===== src/hdl/ioxp_pkg.sv =====
// Constants for the four-bit I2C port expander target.
// Assumes a single 100 MHz system clock and pins sampled through synchronisers.
package ioxp_pkg;
   localparam logic [6:0] IOXP_TARGET_ADDR = 7'h41;
   localparam logic [6:0] IOXP_GCALL_ADDR  = 7'h00;
   localparam logic [7:0] IOXP_GCALL_RESET = 8'h06;
   localparam logic [7:0] IOXP_CMD_INPUT   = 8'h00;
   localparam logic [7:0] IOXP_CMD_OUTPUT  = 8'h01;
   localparam logic [7:0] IOXP_CMD_INVERT  = 8'h02;
   localparam logic [7:0] IOXP_CMD_DIR     = 8'h03;
   localparam logic [7:0] IOXP_CMD_SPECIAL = 8'h50;
   localparam logic [7:0] IOXP_RST_OUTPUT  = 8'hff;
   localparam logic [7:0] IOXP_RST_INVERT  = 8'h00;
   localparam logic [7:0] IOXP_RST_DIR     = 8'hff;
   localparam logic [7:0] IOXP_RST_SPECIAL = 8'h00;
   localparam logic [7:0] IOXP_RST_CMD     = 8'h00;
   localparam logic [7:0] IOXP_UNMAPPED    = 8'hff;
   localparam logic [3:0] IOXP_INPUT_UPPER = 4'hf;
   localparam int         IOXP_BIT_IRQSEL  = 7;
   localparam int         IOXP_BIT_PULLOFF = 6;
   localparam int         IOXP_PIN_IRQ     = 3;
   localparam logic [2:0] IOXP_LAST_BIT    = 3'h7;
endpackage : ioxp_pkg


===== src/hdl/ioxp_top.sv =====
// I2C target of a four-bit port expander with registers and software reset.
// Assumes SCL/SDA and port pins are asynchronous; the pad resolves the enables.
`timescale 1ns/1ps
module ioxp_top #(
   parameter int NPINS = 4
) (
   input  wire logic             clock,
   input  wire logic             rst_n,
   input  wire logic             scl_in,
   input  wire logic             sda_in,
   output logic                  sda_oe,
   input  wire logic [NPINS-1:0] port_in,
   output logic      [NPINS-1:0] port_out,
   output logic      [NPINS-1:0] port_oe,
   output logic      [NPINS-1:0] pullup_en
);
   typedef enum {IOXP_IDLE, IOXP_ADDR, IOXP_ADDR_ACK, IOXP_WDATA, IOXP_WACK,
                 IOXP_RDATA, IOXP_RACK, IOXP_IGNORE} ioxp_state_type;

   // Elaboration check: the register fields hard-wire four pins
   if (NPINS != 4) begin : g_npins_check
      $error("ioxp_top serves exactly four pins");
   end

   ioxp_state_type state;
   logic [1:0] scl_sync, sda_sync, bus_seen;
   logic [NPINS-1:0] pin_meta, pin_sync;
   logic [7:0] shifter, tx_byte, cmd, output_latch, input_invert_mask;
   logic [7:0] pin_direction, pin3_and_pullup_control, pin_level_readback;
   logic [2:0] bit_cnt;
   logic       is_read, is_gcall, byte_index, gc_armed, addr_match, ack_drive;
   logic       soft_reset, irq_flag;
   logic [NPINS-1:0] irq_ref;
   logic       scl_rise, scl_fall, start_cond, stop_cond, read_input_ack;
   logic [3:0] sensed;
   logic [7:0] read_byte;

   // Two-flop synchronisers; only the second stage and the history are read
   always_ff @(posedge clock) begin
      if (!rst_n) begin
         scl_sync <= 2'h3;
         sda_sync <= 2'h3;
         bus_seen <= 2'h3;
         pin_meta <= '0;
         pin_sync <= '0;
      end else begin
         scl_sync <= {scl_sync[0], scl_in};
         sda_sync <= {sda_sync[0], sda_in};
         bus_seen <= {scl_sync[1], sda_sync[1]};
         pin_meta <= port_in;
         pin_sync <= pin_meta;
      end
   end

   // Bus events from the synchronised lines, compared with last cycle
   assign scl_rise   = scl_sync[1] && !bus_seen[1];
   assign scl_fall   = !scl_sync[1] && bus_seen[1];
   assign start_cond = scl_sync[1] && bus_seen[1] && !sda_sync[1] && bus_seen[0];
   assign stop_cond  = scl_sync[1] && bus_seen[1] && sda_sync[1] && !bus_seen[0];

   // Input register is pin level XOR invert bit, upper nibble ones
   assign sensed = pin_sync ^ input_invert_mask[3:0];
   assign pin_level_readback = {ioxp_pkg::IOXP_INPUT_UPPER, sensed};

   // Read source always follows the stored selection
   function automatic logic [7:0] read_mux(input logic [7:0] sel);
      if (sel == ioxp_pkg::IOXP_CMD_INPUT) read_mux = pin_level_readback;
      else if (sel == ioxp_pkg::IOXP_CMD_OUTPUT) read_mux = output_latch;
      else if (sel == ioxp_pkg::IOXP_CMD_INVERT) read_mux = input_invert_mask;
      else if (sel == ioxp_pkg::IOXP_CMD_DIR) read_mux = pin_direction;
      else if (sel == ioxp_pkg::IOXP_CMD_SPECIAL) read_mux = pin3_and_pullup_control;
      else read_mux = ioxp_pkg::IOXP_UNMAPPED;
   endfunction : read_mux

   // Byte to send next; always_comb also follows the registers read inside the mux
   always_comb begin
      read_byte = read_mux(cmd);
   end

   // Address decision on the eighth bit: own address or write-only General Call
   always_comb begin
      addr_match = 1'b0;
      if ({shifter[6:0], sda_sync[1]} == {ioxp_pkg::IOXP_TARGET_ADDR, 1'b0} ||
          {shifter[6:0], sda_sync[1]} == {ioxp_pkg::IOXP_TARGET_ADDR, 1'b1}) begin
         addr_match = 1'b1;
      end else if ({shifter[6:0], sda_sync[1]} == {ioxp_pkg::IOXP_GCALL_ADDR, 1'b0}) begin
         addr_match = 1'b1; // read-bit General Call falls through unanswered
      end
   end

   // Input read's acknowledge clock clears the interrupt, whether the controller sends ACK or NACK
   assign read_input_ack = (state == IOXP_RACK) && scl_rise && !is_gcall &&
                           (cmd == ioxp_pkg::IOXP_CMD_INPUT);

   // Protocol engine; bytes shift on SCL rise, SDA changes after SCL fall
   always_ff @(posedge clock) begin
      if (!rst_n) begin
         state      <= IOXP_IDLE;
         shifter    <= '0;
         bit_cnt    <= '0;
         is_read    <= 1'b0;
         is_gcall   <= 1'b0;
         byte_index <= 1'b0;
         gc_armed   <= 1'b0;
         ack_drive  <= 1'b0;
         tx_byte    <= '0;
         soft_reset <= 1'b0;
      end else begin
         soft_reset <= 1'b0;
         if (stop_cond) begin
            // Reset only on a stop after exactly one 0x06 byte
            soft_reset <= gc_armed;
            gc_armed   <= 1'b0;
            state      <= IOXP_IDLE;
            ack_drive  <= 1'b0;
         end else if (start_cond) begin
            // Repeated start drops a pending General Call reset
            gc_armed  <= 1'b0;
            state     <= IOXP_ADDR;
            bit_cnt   <= '0;
            ack_drive <= 1'b0;
         end else begin
            case (state)
               IOXP_IDLE, IOXP_IGNORE: begin
                  ack_drive <= 1'b0;
               end
               IOXP_ADDR: begin
                  if (scl_rise) begin
                     shifter <= {shifter[6:0], sda_sync[1]};
                     bit_cnt <= bit_cnt + 3'h1;
                     if (bit_cnt == ioxp_pkg::IOXP_LAST_BIT) begin
                        is_read    <= sda_sync[1];
                        is_gcall   <= (shifter[6:0] == ioxp_pkg::IOXP_GCALL_ADDR);
                        byte_index <= 1'b0;
                        // Other targets' traffic is ignored entirely
                        state <= addr_match ? IOXP_ADDR_ACK : IOXP_IGNORE;
                     end
                  end
               end
               IOXP_ADDR_ACK: begin
                  if (scl_fall && !ack_drive) begin
                     ack_drive <= 1'b1;
                  end else if (scl_fall) begin
                     bit_cnt <= '0;
                     if (is_read) begin
                        tx_byte   <= read_byte << 1;
                        ack_drive <= !read_byte[7];
                        state     <= IOXP_RDATA;
                     end else begin
                        ack_drive <= 1'b0;
                        state     <= IOXP_WDATA;
                     end
                  end
               end
               IOXP_WDATA: begin
                  if (scl_rise) begin
                     shifter <= {shifter[6:0], sda_sync[1]};
                     bit_cnt <= bit_cnt + 3'h1;
                  end else if (scl_fall && bit_cnt == 3'h0) begin
                     // Eighth bit in: answer per policy, a refused byte ends the message
                     ack_drive <= ack_pending(is_gcall, byte_index, shifter);
                     state     <= ack_pending(is_gcall, byte_index, shifter) ? IOXP_WACK
                                                                               : IOXP_IGNORE;
                     if (is_gcall) begin
                        // Second General Call byte kills the message
                        gc_armed <= !byte_index && (shifter == ioxp_pkg::IOXP_GCALL_RESET);
                     end
                  end
               end
               IOXP_WACK: begin
                  if (scl_fall) begin
                     ack_drive  <= 1'b0;
                     byte_index <= 1'b1;
                     bit_cnt    <= '0;
                     state      <= IOXP_WDATA;
                  end
               end
               IOXP_RDATA: begin
                  if (scl_fall) begin
                     bit_cnt <= bit_cnt + 3'h1;
                     if (bit_cnt == ioxp_pkg::IOXP_LAST_BIT) begin
                        ack_drive <= 1'b0;
                        state     <= IOXP_RACK;
                     end else begin
                        ack_drive <= !tx_byte[7];
                        tx_byte   <= tx_byte << 1;
                     end
                  end
               end
               IOXP_RACK: begin
                  if (scl_rise && sda_sync[1]) begin
                     // Controller NACK ends the read
                     state <= IOXP_IGNORE;
                  end else if (scl_fall) begin
                     // Controller ACK: reload the same register, no increment
                     bit_cnt   <= '0;
                     tx_byte   <= read_byte << 1;
                     ack_drive <= !read_byte[7];
                     state     <= IOXP_RDATA;
                  end
               end
               default: state <= IOXP_IDLE;
            endcase
         end
      end
   end

   // Acknowledge policy for written bytes; General Call takes only one 0x06
   function automatic logic ack_pending(input logic gc, input logic idx,
                                        input logic [7:0] b);
      if (gc) ack_pending = !idx && (b == ioxp_pkg::IOXP_GCALL_RESET);
      else ack_pending = 1'b1;
   endfunction : ack_pending

   // Register writes, taken as the acknowledge clock rises
   always_ff @(posedge clock) begin
      if (!rst_n || soft_reset) begin
         cmd                     <= ioxp_pkg::IOXP_RST_CMD;
         output_latch            <= ioxp_pkg::IOXP_RST_OUTPUT;
         input_invert_mask       <= ioxp_pkg::IOXP_RST_INVERT;
         pin_direction           <= ioxp_pkg::IOXP_RST_DIR;
         pin3_and_pullup_control <= ioxp_pkg::IOXP_RST_SPECIAL;
      end else if (state == IOXP_WACK && scl_rise && !is_gcall) begin
         if (!byte_index) begin
            cmd <= shifter;
         end else if (cmd == ioxp_pkg::IOXP_CMD_OUTPUT) begin
            output_latch <= shifter;
         end else if (cmd == ioxp_pkg::IOXP_CMD_INVERT) begin
            input_invert_mask <= shifter;
         end else if (cmd == ioxp_pkg::IOXP_CMD_DIR) begin
            pin_direction <= shifter;
         end else if (cmd == ioxp_pkg::IOXP_CMD_SPECIAL) begin
            pin3_and_pullup_control <= shifter;
         end
         // Input register and unknown selections absorb the write
      end
   end

   // Interrupt reference follows the pins while quiet or out of interrupt mode, so
   // reset or mode entry raises no false edge; an input read reloads it
   always_ff @(posedge clock) begin
      if (!rst_n || soft_reset) begin
         irq_ref <= '0;
      end else if (read_input_ack || !irq_flag ||
                   !pin3_and_pullup_control[ioxp_pkg::IOXP_BIT_IRQSEL]) begin
         irq_ref <= pin_sync;
      end
   end

   // Flag raised while any input pin differs; output pins and pin 3 in interrupt mode are masked
   always_comb begin
      irq_flag = 1'b0;
      for (int i = 0; i < NPINS; i++) begin
         if (pin_direction[i] && !(i == ioxp_pkg::IOXP_PIN_IRQ &&
             pin3_and_pullup_control[ioxp_pkg::IOXP_BIT_IRQSEL])) begin
            irq_flag = irq_flag | (pin_sync[i] != irq_ref[i]);
         end
      end
   end

   // Pin drivers; pin three becomes open-drain active-low interrupt
   always_comb begin
      for (int i = 0; i < NPINS; i++) begin
         port_out[i]  = output_latch[i];
         port_oe[i]   = !pin_direction[i];
         pullup_en[i] = !pin3_and_pullup_control[ioxp_pkg::IOXP_BIT_PULLOFF];
      end
      if (pin3_and_pullup_control[ioxp_pkg::IOXP_BIT_IRQSEL]) begin
         port_out[ioxp_pkg::IOXP_PIN_IRQ] = 1'b0;
         port_oe[ioxp_pkg::IOXP_PIN_IRQ]  = irq_flag;
      end
   end

   assign sda_oe = ack_drive;
endmodule : ioxp_top


===== config.mk =====
export PLATFORM = sky130hd
export DESIGN_NAME = ioxp_top
export DESIGN_NICKNAME = d
export VERILOG_FILES = /design/src/hdl/ioxp_pkg.sv /design/src/hdl/ioxp_top.sv
export SDC_FILE = /design/constraint.sdc
export NUM_CORES = 1
export LEC_CHECK = 0
export BUFFER_PORTS_ARGS = -buffer_cell sky130_fd_sc_hd__clkbuf_2
export CELL_PAD_IN_SITES_DETAIL_PLACEMENT = 1
export CELL_PAD_IN_SITES_GLOBAL_PLACEMENT = 1
export CORE_MARGIN = 10
export CORE_UTILIZATION = 47
export DETAILED_ROUTE_END_ITERATION = 16
export GPL_ROUTABILITY_DRIVEN = 0
export PLACE_DENSITY_LB_ADDON = 0.1
export SETUP_SLACK_MARGIN = 0.4
export SKIP_CTS_REPAIR_TIMING = 1
export SLEW_MARGIN = 25
export SYNTH_ARGS = -nofsm -noshare
export SYNTH_HDL_FRONTEND = slang
export SYNTH_SLANG_ARGS = --single-unit

===== constraint.sdc =====
create_clock -name clock -period 2.6 [get_ports clock]
set_input_delay 0.13 -clock clock [delete_from_list [all_inputs] [get_ports clock]]
set_output_delay 0.13 -clock clock [all_outputs]
set_load 0.005 [all_outputs]

**Word-level counts from Yosys, hierarchy flattened**

Index checks and enable logic that the tools add are counted.

- Register bits: 115
- Bits of input ports: 8
- Output and inout bits: 13
- Word-level logic and storage cells: 215

- $add $sub $neg: 1
- Equal/unequal tests: 49
- Multiplexer cells: 64
- Bitwise operators: 13
- Reductions and logical operators: 66

Operators with widths:

| operator | count |
|---|---|
| 32-bit two-way mux | 11 |
| 32-bit one-hot mux with 7 select lines | 1 |
| 32-bit by 3-bit equality test with 1-bit output (second input constant) | 4 |
| 8-bit two-way mux | 12 |
| 32-bit by 2-bit equality test with 1-bit output (second input constant) | 2 |
| 32-bit by 4-bit equality test with 1-bit output (second input constant) | 2 |
| 3-bit != test (second input constant) | 12 |
| 32-bit by 1-bit equality test with 1-bit output (second input constant) | 1 |
| 32-bit zero test | 1 |
| 2-bit != test (second input constant) | 14 |
| 1-bit two-way mux | 27 |
| 3-bit two-way mux | 8 |
| 8-bit one-hot mux with 3 select lines | 1 |
| 11-bit AND reduction | 2 |
| 6-bit AND reduction | 3 |
| 1-bit logical AND | 17 |
| 1-bit zero test | 17 |
| 8-bit by 2-bit equality test with 1-bit output (second input constant) | 2 |
| 8-bit equality test (second input constant) | 2 |
| 8-bit zero test | 2 |
| 3-bit one-hot mux with 5 select lines | 1 |
| 4-bit AND reduction | 3 |
| 6-bit nonzero test | 2 |
| 10-bit AND reduction | 1 |
| other kinds (25) | 45 |

**Logic depth before layout (Yosys ltp)**

- Word-level depth: 14
- Depth in mapped cells: 7
- Gate-level depth less buffers: 7

**Least setup slack after synthesis**

OpenSTA, ideal clock, no wires.

- Path type: register to register
- From: reg cmd[4]
- To: reg input_invert_mask[6]
- Library setup time: 0.126 ns
- Arrival: 1.699 ns
- Required time: 2.474 ns
- Path slack: 0.775 ns
- Stages on the path, launching flop included: 6
- Buffers on the path: 0
- Period minus slack after synthesis: 1.825 ns
- Cell sequence: dfxtp_1 -> nor4_4 -> nand3_2 -> nor3_4 -> mux2i_1 -> nor2_1

- Word-level cells in the longest chain between the ends: 3
- Elaborated cells between the ends (all ways): 4
- Those cells by class: eq/ne (2); bitwise (1); reduce/logical (1)

RTL lines:

| element | line | RTL |
|---|---|---|
| start: declaration | ioxp_top.sv:28 | `logic [7:0] shifter, tx_byte, cmd, output_latch, input_invert_mask;` |
| start signal: assignment | ioxp_top.sv:218 | `cmd <= ioxp_pkg::IOXP_RST_CMD;` |
| start signal: assignment | ioxp_top.sv:225 | `cmd <= shifter;` |
| 8-bit by 1-bit equality test with 1-bit output | ioxp_top.sv:226 | `end else if (cmd == ioxp_pkg::IOXP_CMD_OUTPUT) begin` |
| 1-bit inverter (no source line) | -- |  |
| 4-bit AND reduction (no source line) * | -- |  |
| end signal: assignment | ioxp_top.sv:220 | `input_invert_mask <= ioxp_pkg::IOXP_RST_INVERT;` |
| end signal: assignment | ioxp_top.sv:229 | `input_invert_mask <= shifter;` |
| end: declaration | ioxp_top.sv:28 |  |

Mark *: on every way between the ends. The rest lies on a longest branch, timed or not.
A chain may end at the register's enable or synchronous reset.

**Worst setup path in the final report**

- From: reg cmd[4]
- To: reg tx_byte[4]

- Word-level cells in the longest chain between the ends: 10
- Elaborated cells between the ends (all ways): 16
- Those cells by class: eq/ne (4); mux (11); reduce/logical (1)

RTL lines:

| element | line | RTL |
|---|---|---|
| 8-bit by 7-bit equality test with 1-bit output | ioxp_top.sv:71 | `else if (sel == ioxp_pkg::IOXP_CMD_SPECIAL) read_mux = pin3_and_pullup_control;` |
| 8-bit two-way mux | ioxp_top.sv:71 |  |
| 8-bit two-way mux | ioxp_top.sv:70 | `else if (sel == ioxp_pkg::IOXP_CMD_DIR) read_mux = pin_direction;` |
| 8-bit two-way mux | ioxp_top.sv:69 | `else if (sel == ioxp_pkg::IOXP_CMD_INVERT) read_mux = input_invert_mask;` |
| 8-bit two-way mux | ioxp_top.sv:68 | `else if (sel == ioxp_pkg::IOXP_CMD_OUTPUT) read_mux = output_latch;` |
| 8-bit two-way mux * | ioxp_top.sv:67 | `if (sel == ioxp_pkg::IOXP_CMD_INPUT) read_mux = pin_level_readback;` |
| 8-bit two-way mux | ioxp_top.sv:145 | `if (is_read) begin` |
| 8-bit two-way mux | ioxp_top.sv:143 | `end else if (scl_fall) begin` |
| 8-bit two-way mux | ioxp_top.sv:141 | `if (scl_fall && !ack_drive) begin` |
| 8-bit one-hot mux with 3 select lines * | ioxp_top.sv:123 | `case (state)` |
| end signal: assignment | ioxp_top.sv:146 | `tx_byte <= read_byte << 1;` |
| end signal: assignment | ioxp_top.sv:186 | `tx_byte <= tx_byte << 1;` |
| end signal: assignment | ioxp_top.sv:197 | `tx_byte <= read_byte << 1;` |
| end: declaration | ioxp_top.sv:28 |  |

Mark *: on every way between the ends. The rest lies on a longest branch, timed or not. The select of a mux whose other input is x is not followed.

==> out/summary.txt <==
DRC violations left = 0
Post-route minimum period = 2.03 ns
Crit share post-route = 78.0%
Mean Syn Cell Area = 8.62 sq um
Layout cells sized above 1 = 15.4%
Num CTS Buffers = 9
Vias per inst = 5.76
Core Area = 0.00859 sq mm
Initial antenna violation count = 0
Clock Pin Slew Worst Setup and Hold Paths = 0.09 ns
Synth warnings = 0
Synth top area share = 41.0%
CTS root buf = clkbuf_8
Port Buffers = 20
Cell Pwr Density = 552 mW/mm^2
Vias in the first global route = 3542
Vias = 3473
Unrepaired setup endpoints after global routing = yes
Placed Cells incl. Taps = 579
CP Capture Type = register
Worst min path class = primary input to register
R2R cell count = 5
DPL Wire Length = 8310 um
Crit path to = tx_byte[4]
Starting Density = 47.8%
Max cap viols = 0
Tot GR Track Use = 18.1%
Post-synth EDFFs = 0
Routed wire per std cell = 19.2 um
CP Max Fanout = 10
Final Max Slew Viols = 0
Mapped cell area = 0.00411 sq mm
Syn nets = 487
Worst Tran Pin Value = 0.596 ns
Worst reg2reg path startpoint = cmd[4]
Largest net degree at the start of global routing = 29
Synth cell types = 63
Die width = 113 um
IO Pins = 21
Setup slack after layout = 0.571 ns
Critical Path Start = cmd[4]
Post-synth top area cell = dfxtp_1
Flops & latches, synth = 84
Number of DRC markers in iteration 0 = 226
Routed Wire Length = 11600 um
Synth Flop Type = dfxtp_1
Fin util = 52.8%
Setup Viol. Count Final = 0
Fmax = 493 MHz
CP startpoint kind = register
Worst-skew pair later-pin latency = 0.36 ns
Worst reg2reg endpoint = tx_byte[4]
Place WS = 0.257 ns
Req. time, crit path = 2.86 ns
Slew HR = 60.3%
Die Ht = 113 um
H-tree depth = 3
CTS tree = yes
Async SR Flop Fraction = 0%
Tot Pwr = 2.51 mW
Max VDD drop = 0.287 mV
Fraction of the yosys area taken by sequential cells = 41.0%
GRT Residual Overflow = 0
Nets@finish = 502
Worst hold path stage count = 3
Final Non-Filler Cells = 603
Post-Route Setup TNS = 0 ns
Post-Syn Instances = 476
Final instance area = 0.00454 sq mm
Clock buffer depth = 2
# fillers = 1058
Cell Rows = 34
Layout Skew = 0.0120 ns
Clock Sinks = 84
Die area = 0.0129 sq mm
First-pass GRT wire length = 18800 um
Final hold vios = 0
DR pass1 iterations = 4
Diode count = 0
Critical path arrival = 2.29 ns
CP Class = register to register
Hold slack = 0.0980 ns
P_leak = 1.75 nW
Flop2flop setup slack = 0.57 ns
Area delta synth->final = 10.6%
Antenna viol nets, final = 0
Area after DPL = 0.00426 sq mm
Status = complete, no violations
Main area contributors after synthesis = dfxtp_1, mux2i_1, nand2_1
## flip-flops by register name, summed over array words and instances (netlist names), 3 cells and up
name                     count
bit_cnt                      3
cmd                          8
input_invert_mask            8
irq_ref                      3
output_latch                 8
pin3_and_pullup_control      8
pin_direction                8
pin_meta                     4
pin_sync                     4
shifter                      8
state                        3
tx_byte                      7
## worst max-delay path, stage by stage, from the launching register on
cell	delay (ns)
dfxtp_1	0.36
nor4_4	0.57
nand2_1	0.20
o22ai_1	0.28
o211ai_1	0.22
a32o_1	0.29
## how the worst min path moves through the flow
stage / to / start / slack, ns
after floorplan: scl_sync[0] / scl_in / 0.23
after global placement: scl_sync[0] / scl_in / 0.31
after detailed placement: sda_sync[0] / sda_in / 0.32
after CTS: scl_sync[0] / scl_in / -0.06
after global routing: soft_reset / rst_n / 0.11
final: soft_reset / rst_n / 0.1
## cell families after synthesis
family	count (synthesis)	synth area share (%)
simple gates	204	26.7
mux	39	9.63
buf+inv	51	5.36
flops	84	41.0
fa+ha+maj	3	0.914
xor+xnor	8	1.71
compound gates	87	14.8
## cell usage after synthesis, types with 2 or more instances
| cell type | number |
|---|---|
| and3_1 | 3 |
| clkbuf_1 | 24 |
| nand3_2 | 2 |
| o21ai_0 | 18 |
| nand2_1 | 71 |
| or3_1 | 4 |
| or3b_2 | 4 |
| or2_2 | 2 |
| a21oi_1 | 16 |
| buf_1 | 2 |
| a32o_1 | 7 |
| buf_2 | 5 |
| nand4_1 | 2 |
| inv_1 | 14 |
| dfxtp_1 | 84 |
| nor3_1 | 5 |
| nand4b_1 | 3 |
| a21boi_0 | 12 |
| nor4bb_1 | 2 |
| mux2_2 | 4 |
| nor2b_1 | 7 |
| o22ai_1 | 6 |
| nor2_1 | 36 |
| mux2i_1 | 35 |
| a2bb2oi_1 | 3 |
| nand3b_1 | 5 |
| and3b_1 | 3 |
| xor2_1 | 4 |
| nand2b_1 | 18 |
| a211oi_1 | 3 |
| ha_1 | 3 |
| nand3_1 | 13 |
| xnor2_1 | 4 |
| o211ai_1 | 5 |
| nor2_2 | 2 |
| and2_1 | 11 |
| buf_4 | 6 |
| a32oi_1 | 2 |
| a21o_1 | 2 |
## layout by cell type (no fill, tap or decap), drive strengths merged, types with 7 or more instances in the layout
master	count
a21oi	16
nor2	38
a32o	7
o21ai	18
dfxtp	84
nand2b	18
clkbuf	29
nand3	15
inv	17
nand2	71
nor2b	7
and2	11
a21boi	12
buf	15
mux2i	35
## where the power goes
part | switching, mW | internal, mW | total [mW]
clock network | 0.513 | 0.352 | 0.865
logic | 0.156 | 0.120 | 0.275
registers | 0.0521 | 1.31 | 1.37
## routing by layer
metal | global-route usage [%] | vias up | part of all wire, %
met4 | 6.09 | 0 | 1.7
met5 | 0 | - | 0
met3 | 3.67 | 12 | 5.7
met1 | 22.9 | 1698 | 44
met2 | 30.0 | 85 | 49
li1 | - | 1678 | -
## area by class of cell
| class | instances | area [sq um] | area share, % |
|---|---|---|---|
| multi-input combinational | 341 | 2210 | 48.7 |
| inverter | 14 | 52.6 | 1.16 |
| sequential | 84 | 1690 | 37.1 |
| tap | 108 | 135 | 2.98 |
| timing repair buffer | 41 | 285 | 6.28 |
| clock buffer | 9 | 124 | 2.73 |
| clock inverter | 6 | 47.5 | 1.05 |
Note: power is estimated with default switching activity, not from simulation.
